===== config.mk =====
export PLATFORM = sky130hd
export DESIGN_NAME = fmc_monitor
export DESIGN_NICKNAME = d
export VERILOG_FILES = /design/src/hdl/fmc_pkg.sv /design/src/hdl/fmc_monitor.sv
export SDC_FILE = /design/constraint.sdc
export NUM_CORES = 1
export LEC_CHECK = 0
export BUFFER_PORTS_ARGS = -buffer_cell sky130_fd_sc_hd__buf_2
export CORE_ASPECT_RATIO = 0.9
export CORE_UTILIZATION = 40
export CTS_BUF_LIST = sky130_fd_sc_hd__clkbuf_16
export DETAILED_ROUTE_END_ITERATION = 8
export PLACE_DENSITY = 0.6
export SLEW_MARGIN = 0
export SYNTH_ARGS = -nofsm -noshare
export SYNTH_HDL_FRONTEND = slang
export SYNTH_SLANG_ARGS = --single-unit

===== constraint.sdc =====
create_clock -name mclk -period 3.61 [get_ports mclk]
set_input_delay 0.361 -clock mclk [delete_from_list [all_inputs] [get_ports mclk]]
set_output_delay 0.361 -clock mclk [all_outputs]
set_load 0.01 [all_outputs]

===== src/hdl/fmc_pkg.sv =====
package fmc_pkg;

	// ==========================================================
	// clock and timing
	localparam int CLK_MHZ = 250;
	localparam int TACH_TICK_US = 10;
	localparam int TACH_TICK_CYCLES = TACH_TICK_US * CLK_MHZ;
	localparam int FAST_TACH_DIV = 4;
	localparam int FAST_TICK_CYCLES = TACH_TICK_CYCLES / FAST_TACH_DIV;
	localparam int CONV_TIME_MS = 120;
	localparam int BUS_TIMEOUT_MS = 25;
	localparam int TEMP_CHANNELS_DEF = 10;

	// ==========================================================
	// register offsets
	localparam logic [7:0] REG_PART = 8'h3D;
	localparam logic [7:0] REG_MAKER = 8'h3E;
	localparam logic [7:0] REG_REV = 8'h3F;
	localparam logic [7:0] REG_CTRL_A = 8'h40;
	localparam logic [7:0] REG_FAN_STATUS = 8'h42;
	localparam logic [7:0] REG_CTRL_B = 8'h74;
	localparam logic [7:0] REG_FN_SEL = 8'h7F;
	localparam logic [7:0] REG_DIR_LVL = 8'h80;
	localparam logic [7:0] REG_PIN_STATE = 8'h81;
	localparam logic [7:0] REG_TEMP_BASE = 8'h20;
	localparam logic [7:0] REG_TACH_BASE = 8'h2C;
	localparam logic [7:0] REG_MIN_BASE = 8'h58;
	localparam logic [7:0] REG_MAX_BASE = 8'h60;

	// ==========================================================
	// field positions
	localparam int CA_RUN = 0;
	localparam int CA_TMO_DIS = 1;
	localparam int CA_FAST_TACH = 2;
	localparam int CA_LOCK = 3;
	localparam int CA_HF_FAN4 = 4;
	localparam int CA_PIN13_START = 5;
	localparam int CA_STOP_N = 7;
	localparam int CB_SHUTDOWN = 0;
	localparam int CB_FREQ_LSB = 1;
	localparam int CB_TACH_DIS_LSB = 4;
	localparam int STATE_LSB = 4;

	// ==========================================================
	// reset values
	localparam logic [7:0] RST_CTRL_A = 8'h00;
	localparam logic [7:0] RST_CTRL_B = 8'h00;
	localparam logic [7:0] RST_FN_SEL = 8'h00;
	localparam logic [7:0] RST_DIR_LVL = 8'h00;
	localparam logic [7:0] RST_MIN_LIM = 8'hFF;
	localparam logic [7:0] RST_MAX_LIM = 8'h00;
	localparam logic [7:0] CNT_SAT = 8'hFF;

	// ==========================================================
	// slave address strap
	localparam logic [1:0] STRAP_LOW = 2'b00;
	localparam logic [1:0] STRAP_HIGH = 2'b01;
	localparam logic [6:0] SLAVE_ADDR_HIGH = 7'h2F;
	localparam logic [6:0] SLAVE_ADDR_LOW = 7'h2C;
	localparam logic [6:0] SLAVE_ADDR_FLOAT = 7'h2E;

	typedef enum logic [4:0] {
		BUS_IDLE = 5'b0_0001,
		BUS_RECV = 5'b0_0010,
		BUS_ACK = 5'b0_0100,
		BUS_SEND = 5'b0_1000,
		BUS_MACK = 5'b1_0000
	} fmc_bus_state_type;

	// open-drain pin: out is the level driven while oe is high
	typedef struct packed {
		logic out;
		logic oe;
	} fmc_od_type;

endpackage


===== src/hdl/fmc_monitor.sv =====
`timescale 1ns/1ps

module fmc_monitor
	import fmc_pkg::*;
#(
	parameter int MS_CYCLES = CLK_MHZ * 1000,
	parameter int TEMP_CHANNELS = TEMP_CHANNELS_DEF,
	parameter logic [7:0] PART_CODE = 8'hA5, // arbitrary value
	parameter logic [7:0] MAKER_CODE = 8'h5A, // arbitrary value
	parameter logic [7:0] REV_CODE = 8'h01 // arbitrary value
)(
	input wire logic mclk,
	input wire logic rst,
	input wire logic sclIn,
	input wire logic sdaIn,
	output fmc_od_type sdaPin,
	input wire logic [3:0] tachIn,
	input wire logic tempChainIn,
	output fmc_od_type tempStartPin,
	input wire logic [1:0] addrStrap,
	input wire logic [3:0] fanDriveIn,
	input wire logic [3:0] auxPinIn,
	output fmc_od_type [3:0] auxPin,
	output fmc_od_type alertPin,
	output logic [3:0] fanFreqHigh,
	output logic shutdownMode
);

	// ==========================================================
	// input synchronisers
	logic [12:0] s1_r, s2_r, s3_r, filt_r, prev_r;
	wire [12:0] rawIn = {addrStrap, auxPinIn, tempChainIn, tachIn, sdaIn, sclIn};
	wire [12:0] agree = ~(s2_r ^ s3_r);

	always_ff @(posedge mclk) begin
		if (rst) begin
			s1_r <= '1;
			s2_r <= '1;
			s3_r <= '1;
			filt_r <= '1;
			prev_r <= '1;
		end else begin
			s1_r <= rawIn;
			s2_r <= s1_r;
			s3_r <= s2_r;
			filt_r <= (agree & s3_r) | (~agree & filt_r);
			prev_r <= filt_r;
		end
	end

	wire scl = filt_r[0];
	wire sda = filt_r[1];
	wire [3:0] tach = filt_r[5:2];
	wire [3:0] tachFall = prev_r[5:2] & ~tach;
	wire tempRise = filt_r[6] & ~prev_r[6];
	wire tempFall = prev_r[6] & ~filt_r[6];
	wire [3:0] auxLvl = filt_r[10:7];
	wire [1:0] strap = filt_r[12:11];
	wire sclRise = scl & ~prev_r[0];
	wire sclFall = prev_r[0] & ~scl;
	wire startCond = scl & prev_r[0] & prev_r[1] & ~sda;
	wire stopCond = scl & prev_r[0] & ~prev_r[1] & sda;

	function automatic logic [6:0] strapAddr(input logic [1:0] s);
		if (s == STRAP_HIGH)
			return SLAVE_ADDR_HIGH;
		else if (s == STRAP_LOW)
			return SLAVE_ADDR_LOW;
		else
			return SLAVE_ADDR_FLOAT;
	endfunction

	function automatic logic inBank(input logic [7:0] a, input logic [7:0] base);
		return a[7:2] == base[7:2];
	endfunction

	// ==========================================================
	// registers and timebases
	logic [7:0] ctrlA_r, ctrlB_r, fnSel_r, dirLvl_r, fanStat_r, ptr_r;
	logic [3:0] outState_r;
	logic monOn_r;
	logic [7:0] tachVal_r [4];
	logic [7:0] minLim_r [4];
	logic [7:0] maxLim_r [4];
	logic [7:0] temp_r [TEMP_CHANNELS];
	logic [31:0] msCnt_r;
	logic [11:0] baseDiv_r, fastDiv_r;
	logic [15:0] passCnt_r;
	logic [7:0] sclLowMs_r;

	wire run = monOn_r & ~ctrlB_r[CB_SHUTDOWN];
	wire locked = ctrlA_r[CA_LOCK];
	wire msTick = msCnt_r == 32'(MS_CYCLES - 1);
	wire baseTick = baseDiv_r == 12'(TACH_TICK_CYCLES - 1);
	wire fastTick = fastDiv_r == 12'(FAST_TICK_CYCLES - 1);
	wire tachTick = ctrlA_r[CA_FAST_TACH] ? fastTick : baseTick;
	wire [15:0] passLast = 16'(CONV_TIME_MS * TEMP_CHANNELS - 1);
	wire passStart = run & msTick & (passCnt_r == 16'h0000);

	always_ff @(posedge mclk) begin
		if (rst) begin
			msCnt_r <= '0;
			baseDiv_r <= '0;
			fastDiv_r <= '0;
		end else begin
			msCnt_r <= msTick ? '0 : msCnt_r + 32'h0000_0001;
			baseDiv_r <= baseTick ? '0 : baseDiv_r + 12'h001;
			fastDiv_r <= (fastTick || baseTick) ? '0 : fastDiv_r + 12'h001;
		end
	end

	// ==========================================================
	// serial bus slave
	fmc_bus_state_type busSt_r;
	logic [3:0] bitCnt_r;
	logic [7:0] shift_r;
	logic rw_r, isAddr_r, dataPhase_r, sdaOe_r, addrLocked_r;
	logic [6:0] slaveAddr_r;
	logic [7:0] rdData;

	wire byteDone = (busSt_r == BUS_RECV) && sclFall && (bitCnt_r == 4'h8);
	// data bytes after the pointer byte of a write go to the pointed register
	wire wrStb = byteDone && !isAddr_r && dataPhase_r;
	wire rdLoad = (busSt_r == BUS_ACK) && sclFall && rw_r;
	wire busTimeout = !ctrlA_r[CA_TMO_DIS] && (sclLowMs_r == 8'(BUS_TIMEOUT_MS));

	always_ff @(posedge mclk) begin
		if (rst || scl || busSt_r == BUS_IDLE)
			sclLowMs_r <= '0;
		else if (msTick && !busTimeout)
			sclLowMs_r <= sclLowMs_r + 8'h01;
	end

	// slave only: the device never drives the clock line
	always_ff @(posedge mclk) begin
		if (rst) begin
			busSt_r <= BUS_IDLE;
			bitCnt_r <= '0;
			shift_r <= '0;
			rw_r <= 1'b0;
			isAddr_r <= 1'b0;
			dataPhase_r <= 1'b0;
			sdaOe_r <= 1'b0;
			ptr_r <= '0;
			addrLocked_r <= 1'b0;
			slaveAddr_r <= SLAVE_ADDR_FLOAT;
		end else if (startCond) begin
			busSt_r <= BUS_RECV;
			bitCnt_r <= '0;
			isAddr_r <= 1'b1;
			sdaOe_r <= 1'b0;
			// strap caught once, at the first start
			if (!addrLocked_r) begin
				slaveAddr_r <= strapAddr(strap);
				addrLocked_r <= 1'b1;
			end
		end else if (stopCond || busTimeout) begin
			busSt_r <= BUS_IDLE;
			sdaOe_r <= 1'b0;
		end else begin
			case (busSt_r)
				BUS_RECV: begin
					if (sclRise) begin
						shift_r <= {shift_r[6:0], sda};
						bitCnt_r <= bitCnt_r + 4'h1;
					end else if (byteDone) begin
						if (isAddr_r && shift_r[7:1] != slaveAddr_r) begin
							busSt_r <= BUS_IDLE;
						end else begin
							if (isAddr_r) begin
								rw_r <= shift_r[0];
								dataPhase_r <= 1'b0;
							end else begin
								if (!dataPhase_r)
									ptr_r <= shift_r;
								dataPhase_r <= 1'b1;
							end
							sdaOe_r <= 1'b1;
							busSt_r <= BUS_ACK;
						end
					end
				end
				BUS_ACK: begin
					if (sclFall) begin
						isAddr_r <= 1'b0;
						if (rw_r) begin
							shift_r <= rdData;
							sdaOe_r <= ~rdData[7];
							bitCnt_r <= 4'h1;
							busSt_r <= BUS_SEND;
						end else begin
							sdaOe_r <= 1'b0;
							bitCnt_r <= '0;
							busSt_r <= BUS_RECV;
						end
					end
				end
				BUS_SEND: begin
					if (sclFall) begin
						if (bitCnt_r == 4'h8) begin
							sdaOe_r <= 1'b0;
							busSt_r <= BUS_MACK;
						end else begin
							sdaOe_r <= ~shift_r[6];
							shift_r <= {shift_r[6:0], 1'b0};
							bitCnt_r <= bitCnt_r + 4'h1;
						end
					end
				end
				BUS_MACK: begin
					// master ack repeats the same register, nack ends the read
					if (sclRise)
						busSt_r <= sda ? BUS_IDLE : BUS_ACK;
				end
				default: begin
					sdaOe_r <= 1'b0;
					if (busSt_r != BUS_IDLE)
						busSt_r <= BUS_IDLE;
				end
			endcase
		end
	end

	// ==========================================================
	// general pins
	logic [3:0] pinEn, pinDir, pinPol, pinState;
	always_comb begin
		for (int i = 0; i < 4; i++) begin
			// pin 1 maps to bit 3
			pinEn[i] = fnSel_r[3 - i];
			// direction bits 7, 5, 3, 1
			pinDir[i] = dirLvl_r[7 - 2 * i];
			// polarity bits 6, 4, 2, 0
			pinPol[i] = dirLvl_r[6 - 2 * i];
			// input state set at asserted level
			pinState[i] = pinDir[i] ? outState_r[i] : (auxLvl[i] == pinPol[i]);
		end
	end

	// ==========================================================
	// register read
	wire [7:0] tempIdx = ptr_r - REG_TEMP_BASE;
	wire tempHit = (ptr_r >= REG_TEMP_BASE) && (tempIdx < 8'(TEMP_CHANNELS));

	always_comb begin
		rdData = 8'h00;
		case (ptr_r)
			REG_PART: rdData = PART_CODE;
			REG_MAKER: rdData = MAKER_CODE;
			REG_REV: rdData = REV_CODE;
			REG_CTRL_A: rdData = {ctrlA_r[7:1], monOn_r};
			REG_FAN_STATUS: rdData = fanStat_r;
			REG_CTRL_B: rdData = ctrlB_r;
			REG_FN_SEL: rdData = fnSel_r;
			REG_DIR_LVL: rdData = dirLvl_r;
			REG_PIN_STATE: rdData = {pinState, 4'h0};
			default: begin
				if (inBank(ptr_r, REG_TACH_BASE))
					rdData = tachVal_r[ptr_r[1:0]];
				else if (inBank(ptr_r, REG_MIN_BASE))
					rdData = minLim_r[ptr_r[1:0]];
				else if (inBank(ptr_r, REG_MAX_BASE))
					rdData = maxLim_r[ptr_r[1:0]];
				else if (tempHit)
					rdData = temp_r[tempIdx[3:0]];
			end
		endcase
	end

	// ==========================================================
	// register write
	always_ff @(posedge mclk) begin
		if (rst) begin
			ctrlA_r <= RST_CTRL_A;
			ctrlB_r <= RST_CTRL_B;
			fnSel_r <= RST_FN_SEL;
			dirLvl_r <= RST_DIR_LVL;
			outState_r <= '0;
			monOn_r <= 1'b0;
			for (int i = 0; i < 4; i++) begin
				minLim_r[i] <= RST_MIN_LIM;
				maxLim_r[i] <= RST_MAX_LIM;
			end
		end else if (wrStb) begin
			case (ptr_r)
				REG_CTRL_A: begin
					// lock bit stays set until reset
					ctrlA_r <= shift_r | {4'h0, locked, 3'h0};
					if (shift_r[CA_RUN])
						monOn_r <= 1'b1;
					else if (!shift_r[CA_STOP_N])
						monOn_r <= 1'b0;
				end
				REG_CTRL_B: if (!locked) ctrlB_r <= shift_r;
				REG_FN_SEL: if (!locked) fnSel_r <= {4'h0, shift_r[3:0]};
				REG_DIR_LVL: if (!locked) dirLvl_r <= shift_r;
				// only output pins take the written state
				REG_PIN_STATE: outState_r <= (pinDir & shift_r[7:4]) | (~pinDir & outState_r);
				default: begin
					if (!locked && inBank(ptr_r, REG_MIN_BASE))
						minLim_r[ptr_r[1:0]] <= shift_r;
					if (!locked && inBank(ptr_r, REG_MAX_BASE))
						maxLim_r[ptr_r[1:0]] <= shift_r;
				end
			endcase
		end
	end

	// ==========================================================
	// tach engine
	logic [1:0] tachIdx_r;
	logic [7:0] tachCnt_r;
	logic tachPhase_r;
	wire [3:0] tachDis = ctrlB_r[CB_TACH_DIS_LSB +: 4];
	wire tachActive = run && !tachDis[tachIdx_r];
	wire fallSel = tachFall[tachIdx_r];
	wire gotPeriod = tachPhase_r && fallSel;
	wire stalled = (tachCnt_r == CNT_SAT) && tachTick && !(!tachPhase_r && fallSel);
	wire storeStb = tachActive && (gotPeriod || stalled);
	wire [7:0] storeVal = gotPeriod ? tachCnt_r : CNT_SAT;
	// stall flags under speed even with the minimum at full scale
	wire underSet = (storeVal == CNT_SAT) || (storeVal > minLim_r[tachIdx_r]);
	// shorter period than maximum register means over speed
	wire overSet = storeVal < maxLim_r[tachIdx_r];
	wire [3:0] idxHot = 4'h1 << tachIdx_r;
	wire [7:0] statSet = storeStb ? {overSet ? idxHot : 4'h0, underSet ? idxHot : 4'h0} : 8'h00;
	wire statRead = rdLoad && (ptr_r == REG_FAN_STATUS);

	// fans in turn, free of the temperature pass
	always_ff @(posedge mclk) begin
		if (rst) begin
			tachIdx_r <= '0;
			tachCnt_r <= '0;
			tachPhase_r <= 1'b0;
			for (int i = 0; i < 4; i++)
				tachVal_r[i] <= CNT_SAT;
		end else if (!tachActive || storeStb) begin
			if (storeStb)
				tachVal_r[tachIdx_r] <= storeVal;
			if (run)
				tachIdx_r <= tachIdx_r + 2'h1;
			tachCnt_r <= '0;
			tachPhase_r <= 1'b0;
		end else if (!tachPhase_r && fallSel) begin
			tachPhase_r <= 1'b1;
			tachCnt_r <= '0;
		end else if (tachTick && tachCnt_r != CNT_SAT) begin
			tachCnt_r <= tachCnt_r + 8'h01;
		end
	end

	// status is sticky; a new event beats a clear-on-read in the same cycle
	always_ff @(posedge mclk) begin
		if (rst)
			fanStat_r <= '0;
		else
			fanStat_r <= (fanStat_r & ~{8{statRead}}) | statSet;
	end

	// ==========================================================
	// temperature chain
	logic [3:0] tempCh_r;
	logic [7:0] tempCnt_r;

	// pass timer restarts the chain each pass
	always_ff @(posedge mclk) begin
		if (rst || !run)
			passCnt_r <= '0;
		else if (msTick)
			passCnt_r <= (passCnt_r == passLast) ? '0 : passCnt_r + 16'h0001;
	end

	// high time of each chained pulse is stored without software
	always_ff @(posedge mclk) begin
		if (rst) begin
			tempCh_r <= '0;
			tempCnt_r <= '0;
			for (int i = 0; i < TEMP_CHANNELS; i++)
				temp_r[i] <= '0;
		end else if (!run || passStart) begin
			tempCh_r <= '0;
			tempCnt_r <= '0;
		end else begin
			if (tempRise)
				tempCnt_r <= '0;
			else if (baseTick && tempCnt_r != CNT_SAT)
				tempCnt_r <= tempCnt_r + 8'h01;
			if (tempFall && tempCh_r < 4'(TEMP_CHANNELS)) begin
				temp_r[tempCh_r] <= tempCnt_r;
				tempCh_r <= tempCh_r + 4'h1;
			end
		end
	end

	// ==========================================================
	// pin drivers, open drain pins all pulling low; fan frequency and shutdown are plain levels
	always_ff @(posedge mclk) begin
		if (rst) begin
			sdaPin <= '0;
			tempStartPin <= '0;
			alertPin <= '0;
			auxPin <= '0;
			fanFreqHigh <= '0;
			shutdownMode <= 1'b0;
		end else begin
			sdaPin <= '{out: 1'b0, oe: sdaOe_r};
			tempStartPin <= '{out: 1'b0, oe: run & ctrlA_r[CA_PIN13_START] & (passCnt_r == 16'h0000)};
			// alert pulled low on under speed or stall
			alertPin <= '{out: 1'b0, oe: |fanStat_r[3:0]};
			for (int i = 0; i < 4; i++) begin
				if (!pinEn[i])
					auxPin[i] <= '{out: 1'b0, oe: ~fanDriveIn[i]};
				else if (pinDir[i])
					auxPin[i] <= '{out: 1'b0, oe: ~(outState_r[i] ? pinPol[i] : ~pinPol[i])};
				else
					auxPin[i] <= '{out: 1'b0, oe: 1'b0};
			end
			fanFreqHigh <= {ctrlA_r[CA_HF_FAN4], ctrlB_r[CB_FREQ_LSB +: 3]};
			shutdownMode <= ctrlB_r[CB_SHUTDOWN];
		end
	end

endmodule


==> run metrics <==
Syn Inst Count=approximately 2000; Critical Path AT=between 3000 and 4000 ps; cell family with most CP delay=compound AO/OA/AOI/OAI gates; max-capacitance violation count=0; synthesis-stage register bit count=468; Ys Warns=0; CP Class=flip-flop to flip-flop; placer congestion estimate=approximately 0.93; vias in the first global route=14370; most frequent cells in the layout=254 x nor2_1, 248 x dfxtp_1, 218 x edfxtp_1; area share of the largest cell type after synthesis=30.36%; setup TNS=0 ps; CTS tree=yes; TritonCTS buffer count=49; top cells by area, synth=edfxtp_1 30%, dfxtp_1 23%, mux4_2 7.6%, nor2_1 4.4%, mux2i_1 2.5%; crit start category=flip-flop; total global-route track usage=roughly a fifth; period utilization=84.73%; hpwl dp=38.85 mm; I/O Buffers=30; CTS Buffer Depth=3; sequential element share of the synthesized area=about 54%; Die Ht=222.3 microns; # nets final=roughly 2100; P_int=8.404 mW; crit end category=flip-flop; layout cell share with drive strength beyond 1=between 10% and 20%; first-pass GRT wire length=between 80 and 90 mm; first drt pass iteration count=7; Pleak=8.476 nW; Clock Sinks=about 470; Mean Syn Cell Area=between 10 and 15 sq um; Max-slew headroom=~38%; GR Overflow Total=0; IR Drop Worst-Case VDD=~0.37 mV; pwr dens=439.7 nW/um^2; row cnt=80; Synth cell types=just over 80; clock share of power=about 45%; post-route minimum period=3059 ps; Max Fclk=326.9 MHz; most used cell along the critical path=nor2_1; Hold Buf Count CTS=13; fill cell count=4854; Combinational Power Share=roughly 2.4%; Final Hold Vio Count=0; Worst Path Required=just over 4000 ps; Setup Skew=~32 ps; Initial DRC Count=1347; Skew-Pair Late Insertion Delay=600 ps; prevailing post-synth register cell=dfxtp_1; Clock transition at path regs=60 ps; drt drc=4; drt via density=5.429; Post-CTS Setup Bufs=0; final hold slack=155.0 ps; commonest non-fill, non-tap cell in the layout=nor2_1; RSZ-0062 raised after global routing=false; initial antenna violation count=1; failing checks=DRC; DR vias=between 10000 and 15000; worst hold path class=input pin to flip-flop; largest net degree at the start of global routing=136; P_sw=2.306 mW; crit-path cells=inv_1, mux4_2, nand2_1, nor2_1, inv_1, ha_1, o21ai_0, nor2_1, nor2_1, a31oi_1, o211a_1, a32o_1; Area Overhead vs Synth=12.94%; Root Buffer=clkbuf_16; EDFF count, synth=218; FFs w/ async S/R, synth=0%; DR WL/cell=19.84 microns; H-tree levels=2; core area=53150 sq um; Crit Path Max Fanout=9; CP max stage cell=nor2_1; Initial Util=40.57%; die area=54850 sq um; Final ANT Viol Nets=0; crit-path max cell delay=between 300 and 400 ps; I/O pins=38; Switching Share=21.54%; Flop pwr share=53.0%; max-slew violations=0; Final Setup Violations=0; largest area contributor in the netlist=edfxtp_1; Post-Syn Area=21570 sq um; Die Width=approximately 250 microns; post-cts sizing count=0; Crit path buffers/inverters=2; flop2flop setup slack=550 ps; Slew @ Worst Pin=slightly above 900 ps; WL final=54.79 mm; status=finished with violations
worst min-delay path, cell delays in order:
cell and delay (ps):
buf_2 110, nor2_1 80, a31oi_1 70, nor2_1 90
final cells by class:
cell class / count / area [sq um] / share of cell area (%)
repair buffers: 92 / 700.7 / 2.877
multi-input cells: 1354 / 9499 / 39.00
flip-flops and latches: 468 / 11550 / 47.44
diodes: 1 / 2.502 / 0.01027
clock inverters: 41 / 280.3 / 1.151
inverters: 59 / 221.5 / 0.9093
clock buffers: 49 / 1226 / 5.034
well taps: 697 / 872.1 / 3.581
registers in the layout, summed over array words and instances (netlist names), 12 cells and up, named ones only:
name,cells
s3_r,13
msCnt_r,32
minLim_r,32
s1_r,13
maxLim_r,32
baseDiv_r,12
fastDiv_r,12
s2_r,13
passCnt_r,16
temp_r,122
tachVal_r,32
per-stage QoR:
stage	power, mW	util (%)	cells	area [sq um]	setup slack, ps
final	10.71	45.82	2761	24360	551.4
after floorplan	5.932	-	1992	21750	545.5
after detailed placement	6.032	42.74	2657	22720	595.3
after global routing	11.05	45.82	2760	24350	253.8
after global placement	6.025	42.74	2657	22720	633.0
after CTS	10.82	45.82	2760	24350	596.2
synth_stat cells (all sizes together) (4+ instances only):
cell,number
a21oi,47
o2111ai,7
nor4bb,6
and4,10
o211ai,6
ha,32
a31oi,13
nor4,21
or3,18
o31ai,7
a32oi,4
xor2,56
buf,38
nand3,48
nand4b,5
dfxtp,250
nand2,123
nand4,55
nand2b,23
clkbuf,73
a21o,5
o22ai,4
nor3b,7
and3,55
edfxtp,218
nor3,21
o21ai,48
or2,77
mux4,73
mux2i,54
nor2b,24
nor2,255
a31o,4
and2,69
a22oi,17
inv,57
xnor2,39
a32o,12
a211o,4
o211a,5
path summary, 6_finish.rpt:
path / from / endpoint / depth (start not counted)
worst min register to register: s1_r[2] / s2_r[2] / 1
worst max register to register: tachIdx_r[0] / fanStat_r[1] / 12
worst min-delay path: fanDriveIn[2] / auxPin[4] / 4
worst max-delay path: tachIdx_r[0] / fanStat_r[1] / 12
cells by family after synthesis:
group | Yosys count | synth area share, %
simple gates | 832 | 20.16
flops | 468 | 53.56
compound gates | 216 | 6.974
buf+inv | 170 | 3.290
mux | 130 | 10.29
xor+xnor | 95 | 3.858
fa+ha+maj | 32 | 1.857
other cells | 1 | 0.01739
power by group through the flow:
stage                     Sequential [mW]  Combinational, mW  Clock [mW]
after floorplan                      5.77              0.163           0
final                                5.67              0.255        4.78
after global routing                 5.68              0.280        5.09
after detailed placement             5.79              0.246           0
after CTS                            5.67              0.258        4.89
after global placement               5.78              0.243           0
layer usage:
metal | up-vias | GRT usage, % | share of wire (%)
met1 | 7325 | 30.17 | 47
met3 | 60 | 3.515 | 7.1
met4 | 0 | 5.117 | 1.8
li1 | 7138 | - | -
met2 | 466 | 29.96 | 44
met5 | - | 0 | 0
(Power assumes the default switching activity.)
